==> src/rtl/sfe_params.svh <==
// Constants for the stream fetch engine: widths, codes, reset values.
// Assumes inclusion from the package, the engine and the memory model.
`ifndef SFE_PARAMS_SVH
`define SFE_PARAMS_SVH

// ---------------------------------------------------------------
// Widths
// ---------------------------------------------------------------
`define SFE_DW        32
`define SFE_AW        32
`define SFE_CW        16
`define SFE_MW        2

// ---------------------------------------------------------------
// Codes and reset values
// ---------------------------------------------------------------
`define SFE_ADDR_STEP 32'h0000_0004
`define SFE_CNT_ONE   16'h0001
`define SFE_CNT_ZERO  16'h0000
`define SFE_FILL_OFF  2'h0
`define SFE_ERR_NONE  2'h0
`define SFE_DATA_ZERO 32'h0000_0000
`define SFE_ADDR_ZERO 32'h0000_0000

`endif

==> src/rtl/sfe_pkg.sv <==
// Types shared by the stream fetch engine and its bench.
// Assumes sfe_params.svh is on the include path.
`include "sfe_params.svh"

package sfe_pkg;

   // ---------------------------------------------------------------
   // Stream setup, latched on start
   // ---------------------------------------------------------------
   typedef struct packed {
      logic [`SFE_AW-1:0] base;
      logic [`SFE_CW-1:0] count;
      logic [`SFE_MW-1:0] fill_value_mode;
      logic [`SFE_DW-1:0] fill_data;
   } sfe_cfg_t;

   // ---------------------------------------------------------------
   // Fetch response: err 0 ok, 1 translation fault, 2/3 memory error
   // ---------------------------------------------------------------
   typedef struct packed {
      logic               valid;
      logic [`SFE_MW-1:0] err;
      logic [`SFE_DW-1:0] data;
   } sfe_resp_t;

   // ---------------------------------------------------------------
   // Stream reference presented to the core
   // ---------------------------------------------------------------
   typedef struct packed {
      logic               valid;
      logic               err;
      logic               eos;
      logic [`SFE_DW-1:0] data;
   } sfe_ref_t;

   typedef enum logic [2:0] {
      SFE_IDLE, SFE_REQ, SFE_WAIT, SFE_PUSH, SFE_HALT, SFE_BRK, SFE_EOS
   } sfe_state_t;

endpackage

==> src/rtl/sfe_engine.sv <==
// Stream engine fetch, error and break handling.
// Assumes single-clock partners: fetch port, memory side and core.
// How it works
// An error response on the active fetch halts the fetch machine unless a break comes in the same cycle.
// A stream break always ends by restarting that same fetch machine.
// Errors reach the core as references carrying all-zero data.
// Sticky error-pending flag drives active-low clear of output register.
// Break clears the sticky flag before any later reference is pushed.
// Non-zero fill mode gives fill data on every end-of-stream reference.
// Core reset returns the engine from any state to idle.
// Error and break at any relative timing still restart the machine.
`timescale 1ns/1ps
`include "sfe_params.svh"

module sfe_engine
   import sfe_pkg::*;
(
   input  wire logic               i_clk,
   input  wire logic               i_rstn,
   input  wire logic               i_start,
   input  wire sfe_cfg_t           i_cfg,
   input  wire logic               i_break,
   input  wire logic               i_fetch_ready,
   input  wire sfe_resp_t          i_resp,
   input  wire logic               i_ref_pop,
   output logic                    o_fetch_valid,
   output logic [`SFE_AW-1:0]      o_fetch_addr,
   output sfe_ref_t                o_ref,
   output logic                    o_err_pending,
   output logic                    o_busy
);

   // ---------------------------------------------------------------
   // State
   // ---------------------------------------------------------------
   sfe_state_t          state_reg, state_next;
   sfe_cfg_t            cfg_reg;
   logic [`SFE_CW-1:0]  cnt_reg, cnt_next;
   logic [`SFE_AW-1:0]  addr_reg, addr_next;
   logic                outst_reg, outst_next;
   logic                errp_reg, errp_next;
   sfe_ref_t            ref_reg, ref_next;

   // ---------------------------------------------------------------
   // Decode
   // ---------------------------------------------------------------
   wire logic brk      = i_break && (state_reg != SFE_IDLE);
   // Handshake counts in a break cycle too, so its answer is drained
   wire logic fire     = (state_reg == SFE_REQ) && i_fetch_ready;
   wire logic resp_in  = (state_reg == SFE_WAIT) && i_resp.valid && !brk;
   wire logic resp_bad = resp_in && (i_resp.err != `SFE_ERR_NONE);
   wire logic resp_ok  = resp_in && (i_resp.err == `SFE_ERR_NONE);
   wire logic popped   = ref_reg.valid && i_ref_pop;
   wire logic start_ok = i_start && (state_reg == SFE_IDLE
                                     || state_reg == SFE_EOS);
   wire logic load_eos = (state_reg == SFE_EOS) && !brk
                         && (!ref_reg.valid || i_ref_pop);
   wire logic fill_on  = (cfg_reg.fill_value_mode != `SFE_FILL_OFF);
   wire logic [`SFE_DW-1:0] eos_data = fill_on ? cfg_reg.fill_data
                                               : `SFE_DATA_ZERO;
   // Error set and break clear never meet: a break cycle drops the response first
   wire logic errp_set = resp_bad;
   // Clear computed from next flag so the error reference is zeroed in the cycle it is pushed
   wire logic clr_n    = !errp_next;
   wire logic [`SFE_DW-1:0] ld_data = resp_ok ? i_resp.data : eos_data;

   // ---------------------------------------------------------------
   // Next state
   // ---------------------------------------------------------------
   always_comb begin
      state_next = state_reg;
      cnt_next   = cnt_reg;
      addr_next  = addr_reg;
      case (state_reg)
         SFE_IDLE: begin
            if (i_start) begin
               cnt_next   = i_cfg.count;
               addr_next  = i_cfg.base;
               state_next = (i_cfg.count == `SFE_CNT_ZERO) ? SFE_EOS
                                                           : SFE_REQ;
            end
         end
         SFE_REQ: begin
            if (fire) begin
               state_next = SFE_WAIT;
            end
         end
         SFE_WAIT: begin
            if (resp_bad) begin
               state_next = SFE_HALT;
            end else if (resp_ok) begin
               state_next = SFE_PUSH;
               addr_next  = addr_reg + `SFE_ADDR_STEP;
               cnt_next   = cnt_reg - `SFE_CNT_ONE;
            end
         end
         SFE_PUSH: begin
            if (popped) begin
               state_next = (cnt_reg == `SFE_CNT_ZERO) ? SFE_EOS : SFE_REQ;
            end
         end
         SFE_HALT: begin
            state_next = SFE_HALT;
         end
         SFE_BRK: begin
            // Wait out the in-flight fetch, then restart
            if (!outst_reg) begin
               state_next = SFE_EOS;
            end
         end
         SFE_EOS: begin
            if (i_start) begin
               cnt_next   = i_cfg.count;
               addr_next  = i_cfg.base;
               state_next = (i_cfg.count == `SFE_CNT_ZERO) ? SFE_EOS
                                                           : SFE_REQ;
            end
         end
         default: begin
            state_next = SFE_IDLE;
         end
      endcase
      // Break overrides every state but idle, so no timing can strand it
      if (brk) begin
         state_next = SFE_BRK;
      end
   end

   // Outstanding fetch flag tracks the handshake across a break
   always_comb begin
      outst_next = outst_reg;
      if (fire) begin
         outst_next = 1'b1;
      end else if (outst_reg && i_resp.valid) begin
         outst_next = 1'b0;
      end
   end

   // Sticky error flag; break clears it before any eos push
   always_comb begin
      errp_next = errp_reg;
      if (brk) begin
         errp_next = 1'b0;
      end else if (errp_set) begin
         errp_next = 1'b1;
      end
   end

   // Output register with its active-low clear
   always_comb begin
      ref_next = ref_reg;
      if (brk || start_ok) begin
         ref_next.valid = 1'b0;
      end else if (resp_bad) begin
         ref_next.valid = 1'b1;
         ref_next.err   = 1'b1;
         ref_next.eos   = 1'b0;
      end else if (resp_ok || load_eos) begin
         ref_next.valid = 1'b1;
         ref_next.err   = 1'b0;
         ref_next.eos   = load_eos;
         ref_next.data  = ld_data;
      end else if (popped) begin
         ref_next.valid = 1'b0;
      end
      if (!clr_n) begin
         ref_next.data = `SFE_DATA_ZERO;
      end
   end

   // ---------------------------------------------------------------
   // Registers; core reset recovers any hang
   // ---------------------------------------------------------------
   always_ff @(posedge i_clk or negedge i_rstn) begin
      if (!i_rstn) begin
         state_reg <= SFE_IDLE;
         cnt_reg   <= `SFE_CNT_ZERO;
         addr_reg  <= `SFE_ADDR_ZERO;
         outst_reg <= 1'b0;
         errp_reg  <= 1'b0;
         ref_reg   <= '0;
      end else begin
         state_reg <= state_next;
         cnt_reg   <= cnt_next;
         addr_reg  <= addr_next;
         outst_reg <= outst_next;
         errp_reg  <= errp_next;
         ref_reg   <= ref_next;
      end
   end

   always_ff @(posedge i_clk or negedge i_rstn) begin
      if (!i_rstn) begin
         cfg_reg <= '0;
      end else if (start_ok) begin
         cfg_reg <= i_cfg;
      end
   end

   always_ff @(posedge i_clk or negedge i_rstn) begin
      if (!i_rstn) begin
         o_fetch_valid <= 1'b0;
         o_fetch_addr  <= `SFE_ADDR_ZERO;
         o_busy        <= 1'b0;
      end else begin
         o_fetch_valid <= (state_next == SFE_REQ);
         o_fetch_addr  <= addr_next;
         o_busy        <= (state_next != SFE_IDLE);
      end
   end

   assign o_ref         = ref_reg;
   assign o_err_pending = errp_reg;

   // ---------------------------------------------------------------
   // Checks
   // ---------------------------------------------------------------
   property p_err_halts;
      @(posedge i_clk) disable iff (!i_rstn)
      (state_reg == SFE_WAIT && i_resp.valid && i_resp.err != `SFE_ERR_NONE
       && !i_break) |=> (state_reg == SFE_HALT) && errp_reg;
   endproperty
   a_err_halts: assert property (p_err_halts)
      else $error("error response did not halt fetch");

   property p_halt_holds;
      @(posedge i_clk) disable iff (!i_rstn)
      (state_reg == SFE_HALT && !i_break) |=> state_reg == SFE_HALT;
   endproperty
   a_halt_holds: assert property (p_halt_holds)
      else $error("halted fetch moved without break");

   property p_brk_restart;
      @(posedge i_clk) disable iff (!i_rstn)
      (state_reg == SFE_BRK && !outst_reg && !i_break)
      |=> state_reg == SFE_EOS ##1 o_ref.valid;
   endproperty
   a_brk_restart: assert property (p_brk_restart)
      else $error("break did not restart fetch");

   property p_err_zero;
      @(posedge i_clk) disable iff (!i_rstn)
      (o_ref.valid && o_ref.err) |-> o_ref.data == `SFE_DATA_ZERO;
   endproperty
   a_err_zero: assert property (p_err_zero)
      else $error("error reference carries data");

   property p_clear_zero;
      @(posedge i_clk) disable iff (!i_rstn)
      $rose(errp_reg) |-> o_ref.valid && o_ref.err
      && o_ref.data == `SFE_DATA_ZERO;
   endproperty
   a_clear_zero: assert property (p_clear_zero)
      else $error("sticky error did not zero output");

   property p_brk_clears;
      @(posedge i_clk) disable iff (!i_rstn)
      (i_break && state_reg != SFE_IDLE) |=> !errp_reg && !o_ref.valid;
   endproperty
   a_brk_clears: assert property (p_brk_clears)
      else $error("break left error pending");

   property p_fill;
      @(posedge i_clk) disable iff (!i_rstn)
      (o_ref.valid && o_ref.eos && cfg_reg.fill_value_mode != `SFE_FILL_OFF)
      |-> o_ref.data == cfg_reg.fill_data;
   endproperty
   a_fill: assert property (p_fill)
      else $error("eos reference lost fill data");

   property p_idle_quiet;
      @(posedge i_clk) disable iff (!i_rstn)
      (state_reg == SFE_IDLE) |-> !o_fetch_valid && !o_busy && !errp_reg;
   endproperty
   a_idle_quiet: assert property (p_idle_quiet)
      else $error("idle engine not quiet");

   property p_brk_any;
      @(posedge i_clk) disable iff (!i_rstn)
      (i_break && state_reg != SFE_IDLE) |=> state_reg == SFE_BRK;
   endproperty
   a_brk_any: assert property (p_brk_any)
      else $error("break lost in some state");

endmodule

==> config.mk <==
export PLATFORM = sky130hd
export DESIGN_NAME = sfe_engine
export DESIGN_NICKNAME = d
export VERILOG_FILES = /design/src/rtl/sfe_pkg.sv /design/src/rtl/sfe_engine.sv
export VERILOG_INCLUDE_DIRS = /design/src /design/src/rtl
export SDC_FILE = /design/constraint.sdc
export NUM_CORES = 1
export LEC_CHECK = 0
export BUFFER_PORTS_ARGS = -buffer_cell sky130_fd_sc_hd__buf_2
export CORE_ASPECT_RATIO = 1.1
export CORE_MARGIN = 2
export CORE_UTILIZATION = 52
export CTS_BUF_LIST = sky130_fd_sc_hd__clkbuf_4 sky130_fd_sc_hd__clkbuf_8 sky130_fd_sc_hd__clkbuf_16
export DETAILED_ROUTE_END_ITERATION = 6
export GPL_ROUTABILITY_DRIVEN = 0
export PLACE_DENSITY = 0.8
export SYNTH_ARGS = -nofsm -noshare
export SYNTH_HDL_FRONTEND = slang
export SYNTH_SLANG_ARGS = --single-unit
==> constraint.sdc <==
create_clock -name i_clk -period 2.7 [get_ports i_clk]
set_clock_uncertainty 0.1 [all_clocks]
set_input_delay 0.135 -clock i_clk [delete_from_list [all_inputs] [get_ports i_clk]]
set_output_delay 0.135 -clock i_clk [all_outputs]
set_load 0.005 [all_outputs]
==> impl_metrics.tcl <==
set metrics [dict create \
    synth.distinct_cells 63 \
    numPortBuffers 192 \
    irDropWorstVdd_uv 773 \
    die-area_mm2 0.0134 \
    ff2ff_path_depth 5 \
    finalCritPeriodShare 0.906 \
    vias_per_cell 5.97 \
    cts_buffer_depth 2 \
    cap_violations 0 \
    synth-async-reset-ratio 1.00 \
    cts-resized-gates 0 \
    dp_hpwl_um 12800 \
    cts-htree-levels 4 \
    setup_tns_ps 0 \
    required_ps 2930 \
    clock_sinks 124 \
    p_sw_frac 0.367 \
    cts_tree "built" \
    synth_top_area_share 0.478 \
    holdPathEnd "cnt_reg[12]" \
    grt_pass1_wl_um 35700 \
    fill_cells 781 \
    seq_area_frac_synth 0.478 \
    drc 0 \
    power.density_mw_per_mm2 1010 \
    holdPathStages 4 \
    clk_pin_slew_ps 60 \
    ioPinCount 193 \
    via_count 7106 \
    layout_commonest_cell "buf_2" \
    grt_overflow_total 0 \
    avgSynthCellArea_um2 8.88 \
    comb_power_share 0.357 \
    dr.pass1.iters 7 \
    grt_max_degree 73 \
    wl_um 22100 \
    post-route-util 0.783 \
    outcome "complete, no violations" \
    seqPwrFrac 0.349 \
    dpl_cell_area_mm2 0.00761 \
    hold_class "in -> reg" \
    mostFrequentLayoutCells "buf_2 (191), nand2_1 (161), dfrtp_1 (124)" \
    ant_nets 0 \
    grt_pass1_vias 7074 \
    synthTopCellsByArea "dfrtp_1 (48%), nand2_1 (9.4%), a21oi_1 (5.8%), o2bb2ai_1 (5.1%), and3_1 (3.6%)" \
    tightestPinTransition_ps 605 \
    reg2reg_to "o_ref[19]" \
    synth_nets 855 \
    start_kind "register" \
    cts_buffers 17 \
    drive_above_1_share 0.253 \
    r2r-start "state_reg[2]" \
    cts_root_buf "clkbuf_16" \
    synth_seq_cells 124 \
    p_leak_nw 4.53 \
    diodes 0 \
    end_kind "register" \
    initial_utilization 0.537 \
    clkPwrFrac 0.294 \
    synth_edf_count 0 \
    rsz0062_at_grt "false" \
    antenna_found_initial 0 \
    final_cell_area_mm2 0.00946 \
    area_delta_synth_final_pct 45.9 \
    final-setup-viol-count 0 \
    r2r_setup_slack_ps 250 \
    coreArea_mm2 0.0121 \
    power.internal_mw 6.03 \
    slew_violations 0 \
    yosys.area.top_type "dfrtp_1" \
    worstSetupPathType "reg -> reg" \
    final_nets 1148 \
    cpMaxStageDelayCell "and4_1" \
    grtUsageTotal 0.332 \
    max_freq_ghz 0.409 \
    finalCriticalPeriod_ps 2450 \
    finalHoldViolations 0 \
    synth_area_mm2 0.00648 \
    clock_latency_ps 430 \
    rows 42 \
    netlist_instances 730 \
    synth_warnings 0 \
    fp.dieH_um 121 \
    cp_cell_sequence "and2b_1 -> and4_1 -> buf_4 -> a21oi_1 -> o2bb2ai_1" \
    drt_iter0_drc 961 \
    switchingPower_mw 3.49 \
    relSlewSlack 0.597 \
    die_w_um 110 \
    synth_flop_cell "dfrtp_1" \
    largest_reg_flops 35 \
    routedWlPerCell_um 18.5 \
    min_from "i_cfg[46]" \
    cp_data_arrival_time_ps 2680 \
    slowest_delay_ps 640 \
    crit_fanout 15 \
]
## power by group through the flow
stage | Clock, mW | Combinational, mW | Sequential, mW
6_report | 2.80 | 3.40 | 3.32
5_1_grt | 2.88 | 3.76 | 3.41
4_1_cts | 2.80 | 3.28 | 3.27
3_5_place_dp | 0 | 3.13 | 3.28
3_3_place_gp | 0 | 3.05 | 3.26
2_1_floorplan | 0 | 2.12 | 3.14
## stage by stage
step	hold slack, ps	total power [mW]	setup WS, ps	std cells
floorplan	-261	5.26	763	730
global placement	67.7	6.31	437	1045
detailed placement	72.9	6.41	363	1045
CTS	0.0406	9.35	317	1190
global route	25.8	10.1	99.3	1190
finish	5.10	9.52	253	1190
## logic make-up (layout without fill, tap and decap cells)
logic type      after synthesis  after routing  share of synthesized area
buf+inv                      64            370                     0.0455
flops                       124            124                      0.478
mux                           3              3                    0.00463
fa+ha+maj                     2              2                    0.00386
simple gates                312            312                      0.234
compound gates              224            224                      0.231
xor+xnor                      1              1                    0.00251
## routing by layer
| metal | track usage | up-vias | routed length, um |
|---|---|---|---|
| li1 | - | 3264 | - |
| met3 | 0.0739 | 73 | 1720 |
| met4 | 0.134 | 0 | 717 |
| met1 | 0.419 | 3392 | 8900 |
| met5 | 0 | - | 0 |
| met2 | 0.559 | 377 | 10700 |
## worst max path at each step
stage                 startpoint               end  slack [ps]  cells after the start
floorplan             cnt_reg[0]     o_fetch_valid         760                      7
global placement    state_reg[2]  o_fetch_addr[30]         440                      6
detailed placement  state_reg[2]         o_ref[19]         360                      5
CTS                 state_reg[2]         o_ref[19]         320                      5
global route        state_reg[2]         o_ref[19]         100                      5
finish              state_reg[2]         o_ref[19]         250                      5
## timing repair
item,CTS,global route
hold buffers,113,0
hold endpoints to repair,152,0
buffers inserted,0,0
## synthesized netlist by cell type (all sizes together) (2+ instances only)
cell,instances
mux2i,3
o32ai,3
o211ai,3
nor2b,2
nand2,162
o22a,3
ha,2
a22o,7
dfrtp,124
and3,37
inv,13
a31oi,8
a22oi,3
nor2,25
o31ai,2
and4,6
nand3,21
a21oi,77
o22ai,16
o21ai,36
nor3,13
a2bb2oi,10
nand2b,6
nor4,11
or3,3
clkbuf,24
nand4,18
o2bb2ai,38
buf,27
o31a,3
a41o,2
a311oi,2
## critical path, delay by kind of cell, from the launching register on
family	cells	cell delay, ps
AO/OA/AOI/OAI	2	350
buffers and inverters	1	320
flip-flops	1	510
AND/OR/NAND/NOR	2	1060
## layout make-up
type | count | area [um2] | area share
multi-input combinational | 542 | 3110 | 0.329
tap | 154 | 193 | 0.0204
inverter | 13 | 48.8 | 0.00516
clock inverter | 10 | 233 | 0.0246
timing repair buffer | 325 | 2280 | 0.241
sequential | 124 | 3100 | 0.328
clock buffer | 22 | 488 | 0.0516
Power figures use the tool's default switching activity.
